[src/shared/bmg_pkg.sv]
// Constants and types for the backup mode bus gating block.
// Assumes a single 50 MHz system clock and synchronous active-high reset.
package bmg_pkg;

   // Backup modes decoded from {backup_bus_inhibit, supply_switch_select}
   typedef enum logic [1:0] {
      BMG_MODE_A,
      BMG_MODE_B,
      BMG_MODE_C,
      BMG_MODE_D
   } bmg_mode_e;

   // Power state machine
   typedef enum logic [1:0] {
      BMG_ST_MAIN,
      BMG_ST_BACKUP
   } bmg_state_e;

   // Reset values of the two selection bits
   localparam logic BMG_INHIBIT_RST = 1'b0;
   localparam logic SWITCH_SEL_RST = 1'b0;

   // Comparator filtering: the supply decision must hold this long
   localparam int BMG_CLK_MHZ = 50;
   localparam int BMG_FILTER_NS = 100;
   localparam int BMG_FILTER_CYC =
      (BMG_FILTER_NS * BMG_CLK_MHZ + 999) / 1000;

   // Width of the filter counter
   localparam int BMG_CNT_W = 4;

endpackage

[src/rtl/bmg_core.sv]
// Backup mode bus gating: picks the switchover criterion and decides
// what stays usable while the part runs from battery.
// Assumes comparator levels and requests are synchronous to sys_clk_i;
// the two selection bits come from the configuration store.
`timescale 1ns/1ps
module bmg_core #(
   parameter int CNT_W = bmg_pkg::BMG_CNT_W,
   parameter int HOLD_CYC = bmg_pkg::BMG_FILTER_CYC
) (
   // Clock and reset
   input wire logic sys_clk_i,
   input wire logic srst_i,
   // Selection bits and their load strobe
   input wire logic backup_bus_inhibit_i,
   input wire logic supply_switch_select_i,
   input wire logic cfg_load_i,
   // Supply comparators: main below trip_threshold, main below battery
   input wire logic main_below_trip_i,
   input wire logic main_below_bat_i,
   // Requests from the serial slave and the alarm/clock logic
   input wire logic nvm_req_i,
   input wire logic irq_assert_i,
   // Status and gating outputs
   output logic on_battery_o,
   output logic [1:0] backup_mode_o,
   output logic serial_enable_o,
   output logic nvm_grant_o,
   output logic nvm_refused_o,
   // Open-drain interrupt_freq_output, enable high while pulling low
   output logic interrupt_freq_output_o,
   output logic interrupt_freq_output_oe_o
);

   // Settings the filters cannot serve are refused before the run
   initial begin
      if (CNT_W < 1) begin
         $error("bmg_core: CNT_W must be at least 1");
      end
      if (HOLD_CYC < 1) begin
         $error("bmg_core: HOLD_CYC must be at least 1");
      end
      if (HOLD_CYC >= (1 << CNT_W)) begin
         $error("bmg_core: HOLD_CYC does not fit CNT_W");
      end
   end

   // Selection bits
   logic inhibit_q;
   logic inhibit_d;
   logic switch_sel_q;
   logic switch_sel_d;

   // Filtered comparators and the selected criterion
   logic trip_f;
   logic bat_f;
   logic criterion;
   bmg_pkg::bmg_mode_e mode;

   // Power state
   bmg_pkg::bmg_state_e state_q;
   bmg_pkg::bmg_state_e state_d;
   logic on_batt_q;
   logic on_batt_d;

   // Gating results
   logic serial_en_q;
   logic serial_en_d;
   logic grant_q;
   logic grant_d;
   logic refused_q;
   logic refused_d;

   // Open-drain pin
   logic irq_oe_q;
   logic irq_oe_d;
   logic irq_data_q;
   logic irq_data_d;

   // Both comparators are filtered so a glitch cannot flip the supply
   bmg_filter #(.CNT_W(CNT_W), .HOLD_CYC(HOLD_CYC)) u_trip (
      .sys_clk_i(sys_clk_i),
      .srst_i(srst_i),
      .level_i(main_below_trip_i),
      .level_o(trip_f)
   );

   bmg_filter #(.CNT_W(CNT_W), .HOLD_CYC(HOLD_CYC)) u_bat (
      .sys_clk_i(sys_clk_i),
      .srst_i(srst_i),
      .level_i(main_below_bat_i),
      .level_o(bat_f)
   );

   // Selection bits are held so a stray level cannot change the mode
   always_comb begin
      inhibit_d = inhibit_q;
      switch_sel_d = switch_sel_q;
      if (cfg_load_i) begin
         inhibit_d = backup_bus_inhibit_i;
         switch_sel_d = supply_switch_select_i;
      end
   end

   always_ff @(posedge sys_clk_i) begin
      if (srst_i) begin
         inhibit_q <= bmg_pkg::BMG_INHIBIT_RST;
         switch_sel_q <= bmg_pkg::SWITCH_SEL_RST;
      end else begin
         inhibit_q <= inhibit_d;
         switch_sel_q <= switch_sel_d;
      end
   end

   // Mode decode and switchover criterion
   always_comb begin
      mode = bmg_pkg::bmg_mode_e'({inhibit_q, switch_sel_q});
      case (mode)
         // Lower of trip and battery: below both comparators
         bmg_pkg::BMG_MODE_A: criterion = trip_f & bat_f;
         bmg_pkg::BMG_MODE_B: criterion = bat_f;
         bmg_pkg::BMG_MODE_C: criterion = trip_f & bat_f;
         bmg_pkg::BMG_MODE_D: criterion = bat_f;
         default: criterion = bat_f;
      endcase
   end

   // Power state
   always_comb begin
      state_d = state_q;
      case (state_q)
         bmg_pkg::BMG_ST_MAIN: begin
            if (criterion) begin
               state_d = bmg_pkg::BMG_ST_BACKUP;
            end
         end
         bmg_pkg::BMG_ST_BACKUP: begin
            if (!criterion) begin
               state_d = bmg_pkg::BMG_ST_MAIN;
            end
         end
         default: begin
            state_d = bmg_pkg::BMG_ST_MAIN;
         end
      endcase
      on_batt_d = (state_d == bmg_pkg::BMG_ST_BACKUP);
   end

   always_ff @(posedge sys_clk_i) begin
      if (srst_i) begin
         state_q <= bmg_pkg::BMG_ST_MAIN;
         on_batt_q <= 1'b0;
      end else begin
         state_q <= state_d;
         on_batt_q <= on_batt_d;
      end
   end

   // Gating follows the next state so it moves with on_battery_o
   always_comb begin
      // Bus off only in backup with inhibit set; host sees no ack then
      serial_en_d = !(on_batt_d && inhibit_q);
      grant_d = nvm_req_i && !on_batt_d;
      refused_d = nvm_req_i && on_batt_d;
   end

   always_ff @(posedge sys_clk_i) begin
      if (srst_i) begin
         serial_en_q <= 1'b1;
         grant_q <= 1'b0;
         refused_q <= 1'b0;
      end else begin
         serial_en_q <= serial_en_d;
         grant_q <= grant_d;
         refused_q <= refused_d;
      end
   end

   // Not gated by supply state so alarms reach the pin on battery
   always_comb begin
      irq_oe_d = irq_assert_i;
      // Open drain: the data side only ever pulls low
      irq_data_d = 1'b0;
   end

   always_ff @(posedge sys_clk_i) begin
      if (srst_i) begin
         irq_oe_q <= 1'b0;
         irq_data_q <= 1'b0;
      end else begin
         irq_oe_q <= irq_oe_d;
         irq_data_q <= irq_data_d;
      end
   end

   // Every output is a flip-flop, so nothing glitches at the pins
   assign on_battery_o = on_batt_q;
   assign backup_mode_o = {inhibit_q, switch_sel_q};
   assign serial_enable_o = serial_en_q;
   assign nvm_grant_o = grant_q;
   assign nvm_refused_o = refused_q;
   assign interrupt_freq_output_o = irq_data_q;
   assign interrupt_freq_output_oe_o = irq_oe_q;

endmodule

[src/rtl/bmg_filter.sv]
// Persistence filter for one supply comparator level.
// Assumes the input is already synchronous to sys_clk_i.
`timescale 1ns/1ps
module bmg_filter #(
   parameter int CNT_W = 4,
   parameter int HOLD_CYC = 5
) (
   // Clock and reset
   input wire logic sys_clk_i,
   input wire logic srst_i,
   // Level in and filtered level out
   input wire logic level_i,
   output logic level_o
);

   initial begin
      if (HOLD_CYC < 1 || HOLD_CYC >= (1 << CNT_W)) begin
         $error("bmg_filter: HOLD_CYC does not fit CNT_W");
      end
   end

   logic [CNT_W-1:0] cnt_q, cnt_d;
   logic level_q, level_d;

   always_comb begin
      cnt_d = cnt_q;
      level_d = level_q;
      if (level_i == level_q) begin
         cnt_d = '0;
      end else if (cnt_q == CNT_W'(HOLD_CYC - 1)) begin
         cnt_d = '0;
         level_d = level_i;
      end else begin
         cnt_d = cnt_q + CNT_W'(1);
      end
   end

   always_ff @(posedge sys_clk_i) begin
      if (srst_i) begin
         cnt_q <= '0;
         level_q <= 1'b0;
      end else begin
         cnt_q <= cnt_d;
         level_q <= level_d;
      end
   end

   assign level_o = level_q;

endmodule

[config.mk]
export PLATFORM = sky130hd
export DESIGN_NAME = bmg_core
export DESIGN_NICKNAME = d
export VERILOG_FILES = /design/src/shared/bmg_pkg.sv /design/src/rtl/bmg_core.sv /design/src/rtl/bmg_filter.sv
export SDC_FILE = /design/constraint.sdc
export NUM_CORES = 1
export LEC_CHECK = 0
export ABC_AREA = 1
export BUFFER_PORTS_ARGS = -buffer_cell sky130_fd_sc_hd__buf_2
export CORE_MARGIN = 1
export CORE_UTILIZATION = 45
export CTS_BUF_LIST = sky130_fd_sc_hd__clkbuf_4 sky130_fd_sc_hd__clkbuf_8 sky130_fd_sc_hd__clkbuf_16
export DETAILED_ROUTE_END_ITERATION = 8
export GPL_TIMING_DRIVEN = 0
export HOLD_SLACK_MARGIN = 0.12
export PLACE_DENSITY = 0.81
export SETUP_SLACK_MARGIN = 0.5
export SKIP_CTS_REPAIR_TIMING = 1
export SYNTH_ARGS = -nofsm -noshare
export SYNTH_HDL_FRONTEND = slang
export SYNTH_SLANG_ARGS = --single-unit
[constraint.sdc]
create_clock -name sys_clk_i -period 1.9 [get_ports sys_clk_i]
set_input_delay 0.38 -clock sys_clk_i [delete_from_list [all_inputs] [get_ports sys_clk_i]]
set_output_delay 0.38 -clock sys_clk_i [all_outputs]
set_load 0.01 [all_outputs]
Word-level counts from Yosys, hierarchy flattened
Index checks and enable logic that the tools add are counted.
{"block": "totals", "register_bits": 19, "inputBits": 9, "output_inout_bits": 8, "word_cells": 43}
{"block": "classes", "add_sub_neg": 2, "eq_ne": 9, "mux": 4, "bitwise": 3, "reduce_logical": 13}
{"cell": "4-bit by 1-bit adder with 4-bit output (second input constant)", "count": 2}
{"cell": "4-bit by 3-bit equality test with 1-bit output (second input constant)", "count": 2}
{"cell": "2-bit by 1-bit equality test with 1-bit output (second input constant)", "count": 3}
{"cell": "3-bit OR reduction", "count": 2}
{"cell": "2-bit equality test (second input constant)", "count": 2}
{"cell": "2-bit logical NOT", "count": 2}
{"cell": "2-bit 2-to-1 mux", "count": 2}
{"cell": "2-bit case mux with 2 select lines", "count": 1}
{"cell": "2-bit AND reduction", "count": 2}
{"cell": "2-bit OR reduction", "count": 2}
{"cell": "1-bit logical AND", "count": 3}
{"cell": "1-bit equality test", "count": 2}
{"cell": "1-bit logical NOT", "count": 2}
{"cell": "1-bit inverter", "count": 2}
{"cell": "1-bit case mux with 2 select lines", "count": 1}
{"cell": "1-bit AND", "count": 1}

Depth between registers and ports, before layout
Gate-level depths: netlist of run 1.
{"block": "depth", "ltp_word": 8, "ltp_mapped": 6, "ltp_nobuf": 6}

Cells and area by module
From an unflattened synthesis of run 1, not the netlist that was laid out.
{"block": "unflattened", "hier_cells": 96, "hier_area_um2": 730.7}
{"module": "bmg_filter", "instances": 2, "cells_each": 31, "area_per_inst_um2": 226.5}
{"module": "bmg_core", "instances": 1, "cells_each": 34, "area_per_inst_um2": 277.8}

Worst setup path after synthesis of run 1
OpenSTA, ideal clock, no wires.
{"block": "synth_timing", "path_type": "register to register", "start": "register u_bat.cnt_q[0]", "end": "register u_bat.cnt_q[0]", "setup_ps": 66, "t_arrival_ps": 907, "slack_ps": 927, "path_stages_with_launch": 6, "path_buffers": 0, "cell_sequence": "dfxtp_1 -> inv_1 -> ha_1 -> nand3_1 -> nand3_1 -> nor2_1"}
{"block": "synth_between", "elab_chain_len": 2, "elab_cells_between_ends": 3}
{"element": "from (decl)", "line": "bmg_filter.sv:22", "rtl": "logic [CNT_W-1:0] cnt_q, cnt_d;"}
{"element": "from (signal assigned)", "line": "bmg_filter.sv:43", "rtl": "cnt_q <= cnt_d;"}
{"element": "branches (longest 2 deep; another with 4-bit by 1-bit adder with 4-bit output)"}
Several ways; the timed one is not identified.
A chain may end at the register's enable or synchronous reset.

Worst setup path in the final report of run 1
{"block": "layout_timing", "start": "register switch_sel_q", "end": "output port backup_mode_o[0]"}
{"element": "from (decl)", "line": "bmg_core.sv:50", "rtl": "logic switch_sel_q;"}
{"element": "from (signal assigned)", "line": "bmg_core.sv:107", "rtl": "switch_sel_q <= bmg_pkg::SWITCH_SEL_RST;"}
{"element": "from (signal assigned)", "line": "bmg_core.sv:110", "rtl": "switch_sel_q <= switch_sel_d;"}
{"element": "to (decl)", "line": "bmg_core.sv:25", "rtl": "output logic [1:0] backup_mode_o,"}
No word-level cell between the ends.

==> results.sh, run 1 <==
export IMPL_maxCapViolCount=0
export IMPL_end_kind="primary output"
export IMPL_path_max_fanout=4
export IMPL_synth_cells=91
export IMPL_status="finished clean"
export IMPL_mostFrequentLayoutCells="nor2_1, dfxtp_1, buf_2, inv_1, nand2_1"
export IMPL_finalWeightedCongestion=0.697
export IMPL_synth_seq_cells=18
export IMPL_pwr_share_clk_pct=28.6
export IMPL_clock_root_buffer="clkbuf_4"
export IMPL_die_height_um=42.2
export IMPL_finalInstanceArea_um2=848
export IMPL_cts_tree="done"
export IMPL_htreeDepth=1
export IMPL_worst_skew_pair_late_latency_ns=0.28
export IMPL_min_period_ns=1.27
export IMPL_async_reset_ff_share_pct=0
export IMPL_numCtsBuffers=3
export IMPL_met2WireLength_um=548
export IMPL_remaining_drc_errors=0
export IMPL_antenna_found_initial=0
export IMPL_die_x_um=42.2
export IMPL_first_pass_iters=4
export IMPL_initial_core_util_pct=48.3
export IMPL_synth_edf_count=0
export IMPL_p_per_area_nw_per_um2=736
export IMPL_dpl_cell_area_um2=826
export IMPL_rsz0062_at_grt="false"
export IMPL_clock_skew_ns=0.00271
export IMPL_wl_per_cell_um=8.70
export IMPL_vias=571
export IMPL_overflow=0
export IMPL_synth_main_ff_cell="dfxtp_1"
export IMPL_hold_viol=0
export IMPL_dp_hpwl_um=915
export IMPL_crit_path_start_kind="flop"
export IMPL_clk_path_buf_depth=2
export IMPL_combinationalPowerShare_pct=8.0
export IMPL_tns_ns=0
export IMPL_grt_start_max_net_pins=10
export IMPL_clk_pin_slew_ns=0.09
export IMPL_top_layer="met4"
export IMPL_yosysUniqueCellTypes=14
export IMPL_wl_mm=1.10
export IMPL_netlist_area_um2=727
export IMPL_ir_drop_uv=383
export IMPL_numPortBuffers=15
export IMPL_grt_pass1_wl_mm=1.94
export IMPL_track_usage_pct=14.6
export IMPL_required_ns=1.52
export IMPL_die_area_um2=1780
export IMPL_dr_first_iter_drc_count=5
export IMPL_min_path_type="input port to flop"
export IMPL_rows=14
export IMPL_nets=125
export IMPL_fmax_mhz=785
export IMPL_period_share_pct=67.1
export IMPL_leakage_nw=0.410
export IMPL_arrival_ns=0.89
export IMPL_synth_seq_area_share_pct=49.6
export IMPL_final_max_slew_violation_count=0
export IMPL_yosysWarnings=0
export IMPL_num_antenna_cells=0
export IMPL_hold_worst_slack_ns=0.297
export IMPL_p_int_mw=0.485
export IMPL_drt_met1_wl_um=492
export IMPL_seqPwrFrac_pct=63.4
export IMPL_cts_sinks=18
export IMPL_critPathKind="flop to primary output"
export IMPL_synth_avg_cell_area_um2=7.99
export IMPL_grt_pass1_vias=535
export IMPL_swShare_pct=22.3
export IMPL_layout_commonest_cell="nor2_1"
export IMPL_core_area_um2=1510
export IMPL_ioPinCount=17
export IMPL_setup_viol=0
export IMPL_switching_power_mw=0.139
export IMPL_drive_gt1_share_pct=22.7
export IMPL_vias_per_cell=4.53
export IMPL_ant_nets=0
export IMPL_wl_met3_um=31
export IMPL_final_util_pct=56.3
export IMPL_synthToLayoutAreaGrowth_pct=16.7
## per-stage QoR
stage,setup WS [ns],total power [mW],cells
floorplan,0.927,0.434,92
global placement,0.822,0.453,123
detailed placement,0.799,0.456,123
CTS,0.605,0.637,126
global route,0.574,0.656,126
finish,0.626,0.624,126
## cells by family (layout without fill, tap and decap cells)
logic type                 Yosys count  count (layout)  synth area share [%]
xor gates and xnor gates             2               2                  2.41
other                                1               2                 0.516
and+or+nand+nor                     47              47                  28.7
buffers and inverters               16              34                  9.81
DFF                                 18              18                  49.6
adders and majority gates            4               4                  6.88
AOI/OAI and AO/OA                    3               3                  2.06
## power groups by stage
stage	Combinational, mW	Clock [mW]	Sequential (mW)
final	0.0499	0.178	0.396
after CTS	0.0513	0.190	0.396
after global placement	0.0483	0	0.404
after detailed placement	0.0512	0	0.405
after floorplan	0.0294	0	0.404
after global routing	0.0566	0.201	0.398
## layer usage
metal  track usage, %  vias to the layer above
met4             7.50                        0
met2             26.8                        9
met5                0                        -
met3             2.59                        4
met1             15.6                      247
li1                 -                      311
## area by class of cell
type | instances | area (um^2)
Tap cell | 16 | 20.0
Clock buffer | 3 | 22.5
Sequential cell | 18 | 360
Inverter | 13 | 48.8
Timing Repair Buffer | 15 | 75.1
Multi-Input combinational cell | 58 | 299
Buffer | 3 | 22.5
Fill cell | 154 | 658
## Yosys cell counts, types with 2 or more instances
library cell | number | area (um^2)
nor2_1 | 25 | 93.8
dfxtp_1 | 18 | 360
inv_1 | 13 | 48.8
nand2_1 | 11 | 41.3
nand3_1 | 5 | 25.0
ha_1 | 4 | 50.1
buf_4 | 3 | 22.5
o21ai_0 | 3 | 15.0
nand3_2 | 2 | 20.0
nand4_1 | 2 | 12.5
xnor2_1 | 2 | 17.5
## critical path: stages (launching register included)
cell,delay (ns)
dfxtp_1,0.38
buf_4,0.12
buf_2,0.11
## path summary, 6_finish.rpt
path	start	end	slack [ns]	cells past startpoint
setup / recovery	switch_sel_q	backup_mode_o[0]	0.63	2
hold / removal	irq_assert_i	interrupt_freq_output_oe_o	0.30	3
setup reg to reg	u_bat.cnt_q[0]	u_bat.cnt_q[1]	0.79	5
hold reg to reg	inhibit_q	serial_enable_o	0.44	1
## flip-flops by register name, summed over array words and instances, names as in the netlist
signal and flops:
inhibit_q 1, interrupt_freq_output_oe_o 1, nvm_grant_o 1, nvm_refused_o 1
on_battery_o 1, serial_enable_o 1, state_q 1, switch_sel_q 1
u_bat.cnt_q 4, u_bat.level_o 1, u_trip.cnt_q 4, u_trip.level_o 1
(Power assumes the default switching activity.)
==> run 2: changes to the inputs <==
- PLACE_DENSITY: 0.81 -> 0.83
- clock period: 1.9 -> 1.1 ns (I/O delays scaled with it)
==> run 2 against run 1 <==
Non-clock buffer count is 3 higher. Routed wire length is 37% higher. Critical path depth stayed put. Via count is 8.1% higher. Critical endpoint unchanged. Largest power group unchanged.
==> results.sh, run 2 (synthesized netlist as in run 1, its figures left out) <==
export IMPL_status="finished clean"
export IMPL_hold_viol=0
export IMPL_rsz0062_at_grt="true"
export IMPL_min_path_type="input port to flop"
export IMPL_grt_start_max_net_pins=10
export IMPL_clock_root_buffer="clkbuf_4"
export IMPL_path_max_fanout=3
export IMPL_period_share_pct=99.8
export IMPL_wl_mm=1.50
export IMPL_ir_drop_uv=594
export IMPL_fmax_mhz=911
export IMPL_place_ws_ns=0.122
export IMPL_core_area_um2=1510
export IMPL_die_height_um=42.2
export IMPL_maxCapViolCount=0
export IMPL_hold_worst_slack_ns=0.120
export IMPL_min_period_ns=1.10
export IMPL_synthToLayoutAreaGrowth_pct=39.6
export IMPL_finalWeightedCongestion=0.719
export IMPL_layout_setup_ws_ns=0.00203
export IMPL_clock_skew_ns=0.00740
export IMPL_tns_ns=0
export IMPL_first_pass_iters=4
export IMPL_cts_tree="done"
export IMPL_wl_per_cell_um=11.7
export IMPL_layout_commonest_cell="nor2_1"
export IMPL_top_regs="u_bat.cnt_q x4, u_trip.cnt_q x4"
export IMPL_total_power_mw=1.15
export IMPL_die_x_um=42.2
export IMPL_htreeDepth=1
export IMPL_leakage_nw=0.441
export IMPL_overflow=0
export IMPL_vias=617
export IMPL_end_kind="primary output"
export IMPL_nets=128
export IMPL_arrival_ns=0.88
export IMPL_multi_input_area_um2=398
export IMPL_dp_hpwl_mm=1.05
export IMPL_numPortBuffers=15
export IMPL_die_area_um2=1780
export IMPL_vias_per_cell=4.78
export IMPL_clk_pin_slew_ns=0.10
export IMPL_initial_core_util_pct=48.3
export IMPL_cts_sinks=18
export IMPL_critPathKind="flop to primary output"
export IMPL_grt_pass1_wl_mm=2.12
export IMPL_final_util_pct=67.4
export IMPL_numCtsBuffers=3
export IMPL_rows=14
export IMPL_hold_path_depth=3
export IMPL_crit_path_start_kind="flop"
export IMPL_grt_pass1_vias=549
export IMPL_r2r_cells=6
export IMPL_dp_cells=123
export IMPL_final_cells=129
export IMPL_fillers=127
export IMPL_required_ns=0.88
export IMPL_worst_skew_pair_late_latency_ns=0.29
export IMPL_remaining_drc_errors=0
export IMPL_mostFrequentLayoutCells="nor2_1, buf_2, dfxtp_1, nand2_1, inv_1"
export IMPL_antenna_found_initial=0
export IMPL_num_antenna_cells=0
export IMPL_finalInstanceArea_um2=1010
export IMPL_ioPinCount=17
export IMPL_track_usage_pct=16.2
export IMPL_clk_path_buf_depth=2
export IMPL_p_per_area_nw_per_um2=1130
export IMPL_setup_viol=0
export IMPL_dpl_cell_area_um2=876
export IMPL_drive_gt1_share_pct=48.7
export IMPL_seq_area_um2=380
export IMPL_ant_nets=0
export IMPL_dr_first_iter_drc_count=9
export IMPL_final_max_slew_violation_count=0
==> run 2: changes by cell type in the layout (fill, tap and decap cells not counted), sizes merged <==
cell / previous run / this run
buf: 18 / 21
==> run 2: metal layers <==
metal  vias up  GRT usage (%)  part of all wire [%]
met3         8           3.88                   4.5
met5         -              0                     0
met1       275           17.0                    37
met2        16           28.9                    56
met4         0           9.38                   2.8
li1        318              -                     -
==> run 2: area by class of cell <==
| cell class | count | area share (%) |
|---|---|---|
| buffer | 3 | 2.96 |
| clock buffer | 3 | 2.22 |
| inverter | 13 | 5.30 |
| multi-input combinational | 58 | 39.2 |
| sequential | 18 | 37.5 |
| tap | 16 | 1.97 |
| timing repair buffer | 18 | 10.9 |
==> run 2: final timing paths <==
kind	from	end	slack, ns
setup reg to reg	u_bat.cnt_q[0]	u_bat.level_o	0.17
hold / removal	irq_assert_i	interrupt_freq_output_oe_o	0.12
hold reg to reg	inhibit_q	serial_enable_o	0.45
setup / recovery	switch_sel_q	backup_mode_o[0]	0.002
==> run 2: where the power goes <==
group,internal [mW],switching [mW]
clock network,0.127,0.195
logic,0.0715,0.0675
registers,0.667,0.0199
total,0.866,0.283
==> run 2: worst max-delay path, stage by stage, from the launching register on <==
cell     delay (ns)
dfxtp_4        0.37
buf_6          0.11
buf_6          0.11
==> run 3: changes to the inputs <==
- BUFFER_PORTS_ARGS: -buffer_cell sky130_fd_sc_hd__buf_2 -> -buffer_cell sky130_fd_sc_hd__clkbuf_2
==> run 3 against run 2 <==
Core utilization fell by 0.75 points. Die area did not move. Count of clock-buffer cells in the layout did not move. Total power fell by 1.9%.
==> results.sh, run 3 (synthesized netlist as in run 1, its figures left out) <==
export IMPL_path_depth=2
export IMPL_die_x_um=42.2
export IMPL_critPathSlowestCell="dfxtp_4"
export IMPL_reg2reg_setup_slack_ns=0.17
export IMPL_wl_per_cell_um=11.2
export IMPL_tns_ns=0
export IMPL_numCtsBuffers=3
export IMPL_fmax_mhz=927
export IMPL_cpMostUsedCell="buf_6"
export IMPL_clk_path_buf_depth=2
export IMPL_synthToLayoutAreaGrowth_pct=38.0
export IMPL_min_path_type="input port to flop"
export IMPL_overflow=0
export IMPL_mostFrequentLayoutCells="nor2_1, dfxtp_1, nand2_1, inv_1, clkbuf_2"
export IMPL_grt_start_max_net_pins=10
export IMPL_remaining_drc_errors=0
export IMPL_place_ws_ns=0.143
export IMPL_busiest_layer="met2"
export IMPL_critPathBufInv=2
export IMPL_ioPinCount=17
export IMPL_rows=14
export IMPL_layout_commonest_cell="nor2_1"
export IMPL_hold_viol=0
export IMPL_leakage_nw=0.435
export IMPL_clock_root_buffer="clkbuf_4"
export IMPL_crit_path_start="switch_sel_q"
export IMPL_slowest_delay_ns=0.36
export IMPL_arrival_ns=0.86
export IMPL_end_kind="primary output"
export IMPL_cts_sinks=18
export IMPL_dr_first_iter_drc_count=7
export IMPL_cpLargestDelayFamily="flip-flops"
export IMPL_path_max_fanout=3
export IMPL_grt_pass1_wl_mm=2.08
export IMPL_grt_pass1_vias=546
export IMPL_die_height_um=42.2
export IMPL_maxCapViolCount=0
export IMPL_dp_cells=123
export IMPL_num_antenna_cells=0
export IMPL_final_util_pct=66.6
export IMPL_path_cells="buf_6, buf_6"
export IMPL_required_ns=0.88
export IMPL_final_max_slew_violation_count=0
export IMPL_critPathKind="flop to primary output"
export IMPL_track_usage_pct=15.7
export IMPL_drive_gt1_share_pct=47.7
export IMPL_antenna_found_initial=0
export IMPL_die_area_um2=1780
export IMPL_ant_nets=0
export IMPL_top_regs="u_bat.cnt_q x4, u_trip.cnt_q x4"
export IMPL_vias_per_cell=4.63
export IMPL_fillers=128
export IMPL_cts_tree="done"
export IMPL_setup_viol=0
export IMPL_clock_skew_ns=0.00587
export IMPL_ir_drop_uv=659
export IMPL_initial_core_util_pct=48.3
export IMPL_endpoint="backup_mode_o[0]"
export IMPL_r2r_cells=6
export IMPL_worst_skew_pair_late_latency_ns=0.29
export IMPL_numPortBuffers=15
export IMPL_status="finished clean"
export IMPL_rsz0062_at_grt="true"
export IMPL_htreeDepth=1
export IMPL_r2r_start="u_trip.cnt_q[1]"
export IMPL_timing_rr_end="u_trip.level_o"
export IMPL_dp_hpwl_um=986
export IMPL_clk_pin_slew_ns=0.10
export IMPL_nets=126
export IMPL_period_share_pct=98.0
export IMPL_min_period_ns=1.08
export IMPL_use_met3_pct=6.47
export IMPL_finalWeightedCongestion=0.721
export IMPL_wl_mm=1.42
export IMPL_crit_path_start_kind="flop"
export IMPL_core_area_um2=1510
export IMPL_first_pass_iters=4
export IMPL_vias=588
export IMPL_grt_util_met2_pct=26.8
export IMPL_gr_usage_met1_pct=17.3
export IMPL_p_per_area_nw_per_um2=1120
export IMPL_final_cells=127
export IMPL_layout_setup_ws_ns=0.0217
run 3: cell types whose count changed in the layout (fill, tap and decap cells not counted), sizes merged:
cell	previous run	this run
buf	21	11
clkbuf	3	11
run 3: how the worst min path moves through the flow:
| stage | from | endpoint | slack [ns] | depth (start not counted) |
|---|---|---|---|---|
| after floorplan | srst_i | interrupt_freq_output_oe_o | 0.29 | 1 |
| after global placement | inhibit_q | serial_enable_o | 0.41 | 1 |
| after detailed placement | inhibit_q | serial_enable_o | 0.42 | 1 |
| after CTS | irq_assert_i | interrupt_freq_output_oe_o | 0.13 | 3 |
| after global routing | irq_assert_i | interrupt_freq_output_oe_o | 0.13 | 3 |
| final | irq_assert_i | interrupt_freq_output_oe_o | 0.14 | 3 |
run 3: cell type report:
cell class              count  area, um^2  share of cell area (%)
multi-input cells          58         402                    40.0
flip-flops and latches     18         383                    38.2
well taps                  16        20.0                    2.00
repair buffers             16        95.1                    9.48
inverters                  13        51.3                    5.11
plain buffers               3        30.0                    2.99
clock buffers               3        22.5                    2.24
run 3: per-layer routing:
| layer | routed length, um | share of wire, % | up-vias |
|---|---|---|---|
| met2 | 819 | 58 | 10 |
| met1 | 555 | 39 | 263 |
| met3 | 48 | 3.4 | 0 |
| met4 | 0 | 0 | 0 |
| li1 | - | - | 315 |
| met5 | 0 | 0 | - |
run 3: power by group:
| group | switching (mW) | leakage, nW | internal, mW |
|---|---|---|---|
| Sequential | 0.0180 | 0.152 | 0.665 |
| Combinational | 0.0646 | 0.269 | 0.0658 |
| Clock | 0.186 | 0.0138 | 0.127 |
| Total | 0.269 | 0.435 | 0.858 |
run 3: through the flow:
step | power [mW] | cell area [um^2] | hold slack (ns)
after global placement | 0.800 | 876 | 0.409
after detailed placement | 0.805 | 876 | 0.420
after CTS | 1.12 | 898 | 0.130
final | 1.13 | 1000 | 0.137
after global routing | 1.17 | 1000 | 0.129
after floorplan | 0.766 | 781 | 0.291
run 3: tightest hold or removal path, cell delays in order:
cell and delay, ns:
clkbuf_2 0.08, inv_1 0.05, nor2_1 0.04
